--- src/hdl/tacr_pkg.sv ---
package tacr_pkg;

	// ----------------------------------------------------------------
	// Register indices and byte addresses
	// ----------------------------------------------------------------
	localparam logic [7:0]  IDX_CFG_ONE  = 8'h9a;
	localparam logic [7:0]  IDX_CFG_TWO  = 8'h9c;
	localparam logic [11:0] ADDR_CFG_ONE = {2'h0, IDX_CFG_ONE, 2'h0};
	localparam logic [11:0] ADDR_CFG_TWO = {2'h0, IDX_CFG_TWO, 2'h0};

	// ----------------------------------------------------------------
	// Reset values and unmapped read data
	// ----------------------------------------------------------------
	localparam logic [31:0] RST_CFG_ONE  = 32'h0000_0000;
	localparam logic [31:0] RST_CFG_TWO  = 32'h0020_0000;
	localparam logic [31:0] RD_UNMAPPED  = 32'h0000_0000;

	// ----------------------------------------------------------------
	// Field positions of the first configuration word
	// ----------------------------------------------------------------
	localparam int POS_PARITY    = 31;
	localparam int POS_HANDOFF   = 22;
	localparam int POS_NEG_LIM   = 16;
	localparam int POS_HYST      = 15;
	localparam int POS_BEMF      = 10;
	localparam int POS_ISD_CYC   = 7;
	localparam int POS_ZC_ANGLE  = 2;
	localparam int POS_FS_DIV    = 0;

	// ----------------------------------------------------------------
	// Field scaling constants
	// ----------------------------------------------------------------
	localparam logic [7:0] BEMF_STEP     = 8'hc8;
	localparam logic [4:0] ISD_CYC_BASE  = 5'h02;
	localparam logic [4:0] ISD_CYC_STEP  = 5'h03;
	localparam logic [6:0] HYST_WIDE     = 7'h14;
	localparam logic [6:0] HYST_NARROW   = 7'h0a;

endpackage

--- src/hdl/tacr_field_decode.sv ---
`timescale 1ns/1ps

module tacr_field_decode (
	input  wire logic [31:0]       cfg_word,
	output logic [4:0]             open_loop_handoff_count,
	output logic signed [6:0]      surge_negative_current_limit,
	output logic signed [6:0]      surge_positive_current_limit,
	output logic [12:0]            speed_detect_backemf_threshold,
	output logic [4:0]             speed_detect_cycle_threshold,
	output logic [3:0]             zero_cross_open_loop_angle,
	output logic [1:0]             fast_startup_rate_shift
);

	// ----------------------------------------------------------------
	// Lookup functions
	// ----------------------------------------------------------------
	function automatic logic [4:0] handoff_lut(input logic [1:0] code);
		logic [4:0] val;
		val = 5'h03 << code;
		return val;
	endfunction

	function automatic logic signed [6:0] neg_lut(input logic [2:0] code);
		logic signed [6:0] val;
		case (code)
			3'h0: val = 7'sd0;
			3'h1: val = -7'sd40;
			3'h2: val = -7'sd30;
			3'h3: val = -7'sd20;
			3'h4: val = -7'sd10;
			3'h5: val = 7'sd10;
			3'h6: val = 7'sd20;
			default: val = 7'sd30;
		endcase
		return val;
	endfunction

	function automatic logic [3:0] angle_lut(input logic [1:0] code);
		logic [3:0] val;
		case (code)
			2'h0: val = 4'h5;
			2'h1: val = 4'h8;
			2'h2: val = 4'hc;
			default: val = 4'hf;
		endcase
		return val;
	endfunction

	// ----------------------------------------------------------------
	// Field decode
	// ----------------------------------------------------------------
	logic [6:0] hyst;
	logic [7:0] pos_sum;

	always_comb begin
		open_loop_handoff_count = handoff_lut(cfg_word[tacr_pkg::POS_HANDOFF +: 2]);
		surge_negative_current_limit = neg_lut(cfg_word[tacr_pkg::POS_NEG_LIM +: 3]);
		hyst = cfg_word[tacr_pkg::POS_HYST] ? tacr_pkg::HYST_NARROW
			: tacr_pkg::HYST_WIDE;
		pos_sum = {surge_negative_current_limit[6], surge_negative_current_limit}
			+ {1'b0, hyst};
		surge_positive_current_limit = pos_sum[6:0];
		speed_detect_backemf_threshold = 13'(cfg_word[tacr_pkg::POS_BEMF +: 5]
			* tacr_pkg::BEMF_STEP);
		speed_detect_cycle_threshold = tacr_pkg::ISD_CYC_BASE
			+ 5'(cfg_word[tacr_pkg::POS_ISD_CYC +: 3] * tacr_pkg::ISD_CYC_STEP);
		zero_cross_open_loop_angle = angle_lut(cfg_word[tacr_pkg::POS_ZC_ANGLE +: 2]);
		fast_startup_rate_shift = cfg_word[tacr_pkg::POS_FS_DIV +: 2];
	end

endmodule

--- src/hdl/tacr_regs.sv ---
// The APB register port was decided locally.
`timescale 1ns/1ps

// Functional notes
// - Handoff code selects 3, 6, 12, 24 cycles
// - Negative surge limit code maps to counts
// - Positive limit is hysteresis plus negative limit
// - Back-EMF threshold is 200 times field
// - Cycle threshold is two plus three times code
// - Open-loop zero-cross only above selected angle
// - Fast-startup rate divided by 1, 2, 4, 8
// - Second word resets to 0x00200000

module tacr_regs #(
	parameter int ADDR_W = 12,
	parameter int RATE_W = 16
) (
	input  wire logic                  clk,
	input  wire logic                  reset,
	input  wire logic                  ce,
	input  wire logic                  psel,
	input  wire logic                  penable,
	input  wire logic                  pwrite,
	input  wire logic [ADDR_W-1:0]     paddr,
	input  wire logic [31:0]           pwdata,
	output logic [31:0]                prdata,
	output logic                       pready,
	output logic                       pslverr,
	input  wire logic                  open_loop_active,
	input  wire logic [7:0]            rotor_angle_deg,
	input  wire logic [RATE_W-1:0]     coeff_rate_in,
	output logic [31:0]                trap_algorithm_config_one,
	output logic [31:0]                trap_algorithm_config_two,
	output logic [4:0]                 open_loop_handoff_count,
	output logic signed [6:0]          surge_negative_current_limit,
	output logic signed [6:0]          surge_positive_current_limit,
	output logic [12:0]                speed_detect_backemf_threshold,
	output logic [4:0]                 speed_detect_cycle_threshold,
	output logic [3:0]                 zero_cross_open_loop_angle,
	output logic [3:0]                 fast_startup_rate_divisor,
	output logic                       zero_crossing_enable,
	output logic [RATE_W-1:0]          coeff_rate_scaled
);

	// ----------------------------------------------------------------
	// Elaboration checks
	// ----------------------------------------------------------------
	if (ADDR_W < 10 || ADDR_W > 12) begin : g_chk_addr
		$error("ADDR_W must be 10 to 12");
	end
	if (RATE_W < 4) begin : g_chk_rate
		$error("RATE_W must be at least 4");
	end

	// ----------------------------------------------------------------
	// Address decode
	// ----------------------------------------------------------------
	function automatic logic [1:0] decode(input logic [ADDR_W-1:0] addr);
		logic [1:0] sel;
		sel = 2'h0;
		if (addr == ADDR_W'(tacr_pkg::ADDR_CFG_ONE)) begin
			sel = 2'h1;
		end else if (addr == ADDR_W'(tacr_pkg::ADDR_CFG_TWO)) begin
			sel = 2'h2;
		end
		return sel;
	endfunction

	// ----------------------------------------------------------------
	// Decoded fields of the first word
	// ----------------------------------------------------------------
	logic [4:0]        dec_handoff;
	logic signed [6:0] dec_neg;
	logic signed [6:0] dec_pos;
	logic [12:0]       dec_bemf;
	logic [4:0]        dec_cyc;
	logic [3:0]        dec_angle;
	logic [1:0]        dec_shift;

	// ----------------------------------------------------------------
	// State
	// ----------------------------------------------------------------
	logic [31:0]        cfg_one_ff,   nxt_cfg_one;
	logic [31:0]        cfg_two_ff,   nxt_cfg_two;
	logic [31:0]        prdata_ff,    nxt_prdata;
	logic               pready_ff,    nxt_pready;
	logic               pslverr_ff,   nxt_pslverr;
	logic [4:0]         handoff_ff,   nxt_handoff;
	logic signed [6:0]  neg_ff,       nxt_neg;
	logic signed [6:0]  pos_ff,       nxt_pos;
	logic [12:0]        bemf_ff,      nxt_bemf;
	logic [4:0]         cyc_ff,       nxt_cyc;
	logic [3:0]         angle_ff,     nxt_angle;
	logic [3:0]         div_ff,       nxt_div;
	logic               zc_en_ff,     nxt_zc_en;
	logic [RATE_W-1:0]  rate_ff,      nxt_rate;
	logic [1:0]         sel;
	logic               setup;
	logic               access;

	tacr_field_decode u_decode (
		.cfg_word                       (cfg_one_ff),
		.open_loop_handoff_count        (dec_handoff),
		.surge_negative_current_limit   (dec_neg),
		.surge_positive_current_limit   (dec_pos),
		.speed_detect_backemf_threshold (dec_bemf),
		.speed_detect_cycle_threshold   (dec_cyc),
		.zero_cross_open_loop_angle     (dec_angle),
		.fast_startup_rate_shift        (dec_shift)
	);

	// ----------------------------------------------------------------
	// Next-state logic
	// ----------------------------------------------------------------
	always_comb begin
		sel         = decode(paddr);
		setup       = psel && !penable;
		access      = psel && penable && pready_ff;
		nxt_cfg_one = cfg_one_ff;
		nxt_cfg_two = cfg_two_ff;
		nxt_prdata  = prdata_ff;
		nxt_pready  = 1'b0;
		nxt_pslverr = 1'b0;
		if (setup) begin
			nxt_pready  = 1'b1;
			nxt_pslverr = (sel == 2'h0);
			if (sel == 2'h1) begin
				nxt_prdata = cfg_one_ff;
			end else if (sel == 2'h2) begin
				nxt_prdata = cfg_two_ff;
			end else begin
				nxt_prdata = tacr_pkg::RD_UNMAPPED;
			end
		end
		if (access && pwrite) begin
			if (sel == 2'h1) begin
				nxt_cfg_one = pwdata;
			end else if (sel == 2'h2) begin
				nxt_cfg_two = pwdata;
			end
		end
		nxt_handoff = dec_handoff;
		nxt_neg     = dec_neg;
		nxt_pos     = dec_pos;
		nxt_bemf    = dec_bemf;
		nxt_cyc     = dec_cyc;
		nxt_angle   = dec_angle;
		nxt_div     = 4'h1 << dec_shift;
		nxt_rate    = coeff_rate_in >> dec_shift;
		nxt_zc_en   = !open_loop_active
			|| (rotor_angle_deg > {4'h0, dec_angle});
	end

	// ----------------------------------------------------------------
	// Registers
	// ----------------------------------------------------------------
	always_ff @(posedge clk or posedge reset) begin
		if (reset) begin
			cfg_one_ff <= tacr_pkg::RST_CFG_ONE;
			cfg_two_ff <= tacr_pkg::RST_CFG_TWO;
			prdata_ff  <= 32'h0000_0000;
			pready_ff  <= 1'b0;
			pslverr_ff <= 1'b0;
			handoff_ff <= 5'h03;
			neg_ff     <= 7'sd0;
			pos_ff     <= 7'sd20;
			bemf_ff    <= 13'h0000;
			cyc_ff     <= 5'h02;
			angle_ff   <= 4'h5;
			div_ff     <= 4'h1;
			zc_en_ff   <= 1'b0;
			rate_ff    <= '0;
		end else if (ce) begin
			cfg_one_ff <= nxt_cfg_one;
			cfg_two_ff <= nxt_cfg_two;
			prdata_ff  <= nxt_prdata;
			pready_ff  <= nxt_pready;
			pslverr_ff <= nxt_pslverr;
			handoff_ff <= nxt_handoff;
			neg_ff     <= nxt_neg;
			pos_ff     <= nxt_pos;
			bemf_ff    <= nxt_bemf;
			cyc_ff     <= nxt_cyc;
			angle_ff   <= nxt_angle;
			div_ff     <= nxt_div;
			zc_en_ff   <= nxt_zc_en;
			rate_ff    <= nxt_rate;
		end
	end

	// ----------------------------------------------------------------
	// Outputs
	// ----------------------------------------------------------------
	assign prdata                         = prdata_ff;
	assign pready                         = pready_ff;
	assign pslverr                        = pslverr_ff;
	assign trap_algorithm_config_one      = cfg_one_ff;
	assign trap_algorithm_config_two      = cfg_two_ff;
	assign open_loop_handoff_count        = handoff_ff;
	assign surge_negative_current_limit   = neg_ff;
	assign surge_positive_current_limit   = pos_ff;
	assign speed_detect_backemf_threshold = bemf_ff;
	assign speed_detect_cycle_threshold   = cyc_ff;
	assign zero_cross_open_loop_angle     = angle_ff;
	assign fast_startup_rate_divisor      = div_ff;
	assign zero_crossing_enable           = zc_en_ff;
	assign coeff_rate_scaled              = rate_ff;

endmodule

--- config.mk ---
export PLATFORM = sky130hd
export DESIGN_NAME = tacr_regs
export DESIGN_NICKNAME = d
export VERILOG_FILES = /design/src/hdl/tacr_pkg.sv /design/src/hdl/tacr_field_decode.sv /design/src/hdl/tacr_regs.sv
export SDC_FILE = /design/constraint.sdc
export NUM_CORES = 1
export LEC_CHECK = 0
export ABC_AREA = 0
export BUFFER_PORTS_ARGS = -buffer_cell sky130_fd_sc_hd__buf_4
export CORE_MARGIN = 2
export CORE_UTILIZATION = 25
export DETAILED_ROUTE_END_ITERATION = 10
export PLACE_DENSITY = 0.42
export REMOVE_ABC_BUFFERS = 1
export SYNTH_ARGS = -nofsm -noshare
export SYNTH_HDL_FRONTEND = slang
export SYNTH_SLANG_ARGS = --single-unit
--- constraint.sdc ---
create_clock -name clk -period 5.9 [get_ports clk]
set_input_delay 1.18 -clock clk [delete_from_list [all_inputs] [get_ports clk]]
set_output_delay 1.18 -clock clk [all_outputs]
set_load 0.01 [all_outputs]
==> impl_metrics.ini, run 1 <==
[placement]
portBuffers = 229
place_hpwl_um = 13900
place_area_um2 = 9290
place.gp.congestion = 0.740
dp_slack_ns = 2.05

[layout]
n_antenna_cell = 0
multiInputGateArea_um2 = 3050
nets = 908
num-fill-cells = 2945
drive_gt1_frac = 0.485
regArea_um2 = 3890
area_delta_synth_final_pct = 36.6
stdcell_area_um2 = 9860
final_util = 0.345

[timing]
worstMarginPinSlew_ns = 0.922
rsz0062_at_grt = no
tns_ns = 0
min_period_ns = 3.36
slew_viol_final = 0
setup-violations-final = 0
finalClockSkew_ns = 0.0112
timing.fmax_mhz = 297
setup_ws_ns = 2.54
hold_viol_final = 0
relSlewSlack = 0.385
fin_crit_sh = 0.570

[clock_network]
cts.sinks = 155
cts_buffer_depth = 2
htree_num_levels = 4
cts_resized = 0
cts_setup_buffers = 0
root_buffer = clkbuf_16
cts_buffers = 17
cts.reportedPaths.clkPinSlew_ns = 0.07
cts_tree = built
cts_hold_buf = 0
clk_latency_ns = 0.42

[detailed_routing]
wire_per_inst_um = 17.0
drt_wl_total_um = 20200
vias = 5242
drtIter0Drc = 175
drc = 0
dr.pass1.iters = 4
ant_nets = 0
viasPerCell = 4.39

[pwr]
p_per_area_nw_per_um2 = 233
peakVddDrop_v = 0.000134
leakagePower_nw = 5.00

[synth]
yosys.area.top_type = dfrtp_1
synth_top_area_share = 0.506
avgSynthCellArea_um2 = 12.5
yosysWarnings = 0
synth_area_leaders = dfrtp_1 (51%), mux2_2 (15%), ha_1 (6.1%)
synth_cells = 576
synth_area_um2 = 7220
ys_ff_latch = 155
yosysUniqueCellTypes = 39
yosysSeqAreaShare = 0.539

[floorplan]
dieArea_um2 = 30300
start_util = 0.253
core_area_um2 = 28500
top_level_ports = 235
die_width_um = 174
die-height_um = 174
rows = 62

[outcome]
status = completed

[job]
cap_violations = 0

[worst_setup_path]
worst-endpoint-arrival_ns = 3.71
cp-start-kind = input pin
end_kind = flip-flop
path_max_fanout = 78
crit_type = input pin to flip-flop
critical_path_required_ns = 6.25

[global_routing]
gr-usage-met3 = 0.0468
grt_start_max_net_pins = 80
use_met1 = 0.165
grtUsageMet2 = 0.230
grt_usage = 0.135
grt-busiest-layer = met2
first_global_vias = 5609
grt_pass1_wl_um = 32100
grt_overflow = 0
antenna_found_initial = 0

[hold_path]
hold_class = flip-flop to flip-flop
[placed cells by master, fill, tap and decap left out, drive strengths merged, types with 2 or more instances in the layout]
cell    count
a211oi      3
a21o        3
a21oi      18
a22oi      32
buf       237
clkbuf     18
clkinv      5
conb        5
dfrtp     146
dfstp       9
fa          2
ha         35
inv        31
mux2       96
mux2i       4
mux4       12
nand2      77
nand2b      2
nand3       3
nand3b      6
nor2       20
nor2b       2
nor3        4
nor4b       2
o21ai      17
o22ai       2
xnor2       9
xor2        2
[synth_stat cells, drive strengths merged]
cell type	count
ha	35
mux2i	4
nand3b	6
clkbuf	17
a21oi	18
nand2	77
dfrtp	146
nor2b	2
a41oi	1
a31o	1
nor2	20
a31oi	1
dfstp	9
nand3	3
xor2	2
nor3	4
nor4	1
buf	23
a211oi	3
o22a	1
mux2	96
fa	2
a22oi	32
mux4	12
and3	1
a21o	3
inv	23
nand2b	2
o21ai	17
xnor2	9
nor4b	2
conb	1
o22ai	2
[state kept, by name, indices dropped and copies added, names as in the netlist, 4 cells and up]
name	count
coeff_rate_scaled	16
fast_startup_rate_divisor	4
open_loop_handoff_count	5
prdata	32
speed_detect_backemf_threshold	10
speed_detect_cycle_threshold	5
surge_negative_current_limit	6
surge_positive_current_limit	6
trap_algorithm_config_one	32
trap_algorithm_config_two	32
zero_cross_open_loop_angle	4
[cells by family after synthesis]
group                      synth area share
muxes                                 0.193
adders and majority gates            0.0662
xor gates and xnor gates             0.0133
other                              0.000519
AOI/OAI and AO/OA                    0.0700
buffers and inverters                0.0433
and+or+nand+nor                      0.0750
DFF                                   0.539
[worst paths after layout]
kind / from / end / slack, ns / depth (start not counted)
setup reg to reg: trap_algorithm_config_one[13] / speed_detect_backemf_threshold[12] / 3.28 / 10
max in group asynchronous: reset / trap_algorithm_config_one[21] / 3.88 / 3
hold reg to reg: surge_positive_current_limit[4] / surge_positive_current_limit[4] / 0.49 / 2
setup / recovery: ce / prdata[2] / 2.54 / 6
hold / removal: surge_positive_current_limit[4] / surge_positive_current_limit[4] / 0.49 / 2
min in group asynchronous: reset / coeff_rate_scaled[1] / 0.89 / 2
[cell type report]
cell class                 count  area share
timing repair buffer         237       0.180
sequential                   155       0.395
tap                          384      0.0487
clock buffer                  18      0.0445
inverter                      23     0.00927
clock inverter                14      0.0129
multi-input combinational    362       0.309
[power breakdown]
group / leakage, nW / switching [mW] / internal [mW] / total, mW
logic: 2.74 / 0.0734 / 0.0729 / 0.146
registers: 1.98 / 0.00807 / 1.08 / 1.09
clock network: 0.280 / 0.499 / 0.569 / 1.07
total: 5.00 / 0.581 / 1.72 / 2.30
[worst max-delay path: stages]
cell	delay, ns
buf_4	0.68
nand3b_1	0.80
nor3_4	0.32
buf_4	0.44
a22oi_1	0.12
nand2_1	0.12
[metal layers]
| metal | vias up | share of wire |
|---|---|---|
| met5 | - | 0 |
| met4 | 0 | 0.0089 |
| met3 | 12 | 0.071 |
| met2 | 154 | 0.50 |
| met1 | 2626 | 0.42 |
| li1 | 2450 | - |
[through the flow]
| step | total power, mW | hold WS [ns] | instances |
|---|---|---|---|
| after floorplan | 1.16 | 0.481 | 540 |
| after global placement | 1.25 | 0.476 | 1161 |
| after detailed placement | 1.26 | 0.483 | 1161 |
| after CTS | 2.34 | 0.495 | 1193 |
| after global routing | 2.40 | 0.505 | 1193 |
| final | 2.30 | 0.486 | 1193 |
No activity file was read; power rests on OpenSTA's default activity.
==> run 2, diff against run 1 <==
--- a/config.mk
+++ b/config.mk
@@ -10,7 +10,7 @@
 export CORE_MARGIN = 2
 export CORE_UTILIZATION = 25
 export DETAILED_ROUTE_END_ITERATION = 10
-export PLACE_DENSITY = 0.42
+export PLACE_DENSITY = 0.44
 export REMOVE_ABC_BUFFERS = 1
 export SYNTH_ARGS = -nofsm -noshare
 export SYNTH_HDL_FRONTEND = slang
==> constraint.sdc (replaced) <==
create_clock -name clk -period 3 [get_ports clk]
set_input_delay 0.6 -clock clk [delete_from_list [all_inputs] [get_ports clk]]
set_output_delay 0.6 -clock clk [all_outputs]
set_load 0.01 [all_outputs]
==> run 2 against run 1 <==
Net effect: utilization is 0.50 points higher; clock skew hardly changed; total power increased by 100%; register-to-register slack got worse by 2.8 ns; via count shrank 0.31%; wire length increased by 0.53%; worst setup slack worse by 2.0 ns; global-route usage about the same; largest power group is now clock; combinational power rose by 110%.
==> impl_metrics.ini, run 2 (synthesis results as in run 1) <==
[outcome]
status = completed

[worst_setup_path]
critical_path_required_ns = 3.29
end_kind = flip-flop
cp-start-kind = flip-flop
crit_type = flip-flop to flip-flop
path_max_fanout = 6
worst-endpoint-arrival_ns = 2.78

[pwr]
leakagePower_nw = 5.05
power.total_mw = 4.65
p_per_area_nw_per_um2 = 465
peakVddDrop_v = 0.000247

[global_routing]
first_global_vias = 5431
grtUsageMet2 = 0.221
grt_overflow = 0
grt_start_max_net_pins = 65
grt_usage = 0.135
grt-busiest-layer = met2
grt_pass1_wl_um = 32000
gr-usage-met3 = 0.0457
use_met1 = 0.174
antenna_found_initial = 0

[placement]
dp_slack_ns = 0.511
portBuffers = 229
place_hpwl_um = 14000
place_area_um2 = 9410
place.gp.congestion = 0.701

[clock_network]
cts_buffers = 17
cts_tree = built
cts.sinks = 155
cts.reportedPaths.clkPinSlew_ns = 0.07
root_buffer = clkbuf_16
htree_num_levels = 4
clk_latency_ns = 0.42
cts_hold_buf = 0
cts_resized = 0
cts_buffer_depth = 2
cts_setup_buffers = 0

[timing]
rsz0062_at_grt = no
slew_viol_final = 0
whs_ns = 0.260
setup_ws_ns = 0.508
worstMarginPinSlew_ns = 1.01
finalClockSkew_ns = 0.0116
relSlewSlack = 0.324
timing.fmax_mhz = 401
min_period_ns = 2.49
fin_crit_sh = 0.831
setup-violations-final = 0
hold_viol_final = 0

[detailed_routing]
ant_nets = 0
vias = 5226
drtIter0Drc = 163
viasPerCell = 4.36
drt_wl_total_um = 20400
drc = 0
wire_per_inst_um = 17.0
dr.pass1.iters = 4

[floorplan]
die_width_um = 174
start_util = 0.253
core_area_um2 = 28500
rows = 62
die-height_um = 174
dieArea_um2 = 30300
top_level_ports = 235

[hold_path]
hold_class = input pin to asynchronous set/reset pin

[layout]
n_antenna_cell = 0
nets = 914
stdcell_area_um2 = 10000
final_util = 0.350
final_common_cell = buf_4
area_delta_synth_final_pct = 38.5
most-common-layout-cells = buf_4 (237), dfrtp_1 (146), mux2_2 (93)
drive_gt1_frac = 0.487

[job]
cap_violations = 0
==> run 2: power breakdown <==
group / total (mW) / leakage (nW) / switching [mW] / internal, mW
combinational: 0.304 / 2.79 / 0.150 / 0.153
clock: 2.21 / 0.280 / 0.961 / 1.25
sequential: 2.14 / 1.98 / 0.0170 / 2.12
==> run 2: layout make-up <==
class                   count  area, um2
clock buffers              18        429
clock inverters            14        160
fillers                  2907      18500
inverters                  23       91.3
multi-input cells         362       3050
flip-flops and latches    155       3890
well taps                 384        480
repair buffers            243       1900
==> run 2: final timing paths <==
| check | from | end | slack (ns) | cells after the start |
|---|---|---|---|---|
| worst max-delay path | trap_algorithm_config_one[13] | speed_detect_backemf_threshold[12] | 0.51 | 10 |
| worst min-delay path | reset | coeff_rate_scaled[1] | 0.26 | 2 |
| worst max register to register | trap_algorithm_config_one[13] | speed_detect_backemf_threshold[12] | 0.51 | 10 |
| worst min register to register | surge_positive_current_limit[4] | surge_positive_current_limit[4] | 0.49 | 2 |
| max in group asynchronous | reset | surge_positive_current_limit[4] | 2.02 | 3 |
| min in group clk | open_loop_active | zero_crossing_enable | 0.38 | 2 |
==> run 2: through the flow <==
step | setup TNS, ns | std cells
after global placement | 0 | 1167
after floorplan | -264.15 | 540
after global routing | 0 | 1199
after detailed placement | 0 | 1167
final | 0 | 1199
after CTS | 0 | 1199
==> run 2: metal layers <==
metal  vias to the layer above  wire, um
met5                         -         0
li1                       2478         -
met4                         0       120
met1                      2604      9100
met2                       137      9820
met3                         7      1310
==> run 2: critical path, cell delays in order, from the launching register on <==
cell,delay (ns)
dfrtp_1,0.44
inv_1,0.08
ha_1,0.28
inv_1,0.04
ha_1,0.28
ha_1,0.30
ha_1,0.34
a31o_2,0.24
a21oi_1,0.17
xnor2_1,0.13
a21oi_1,0.08
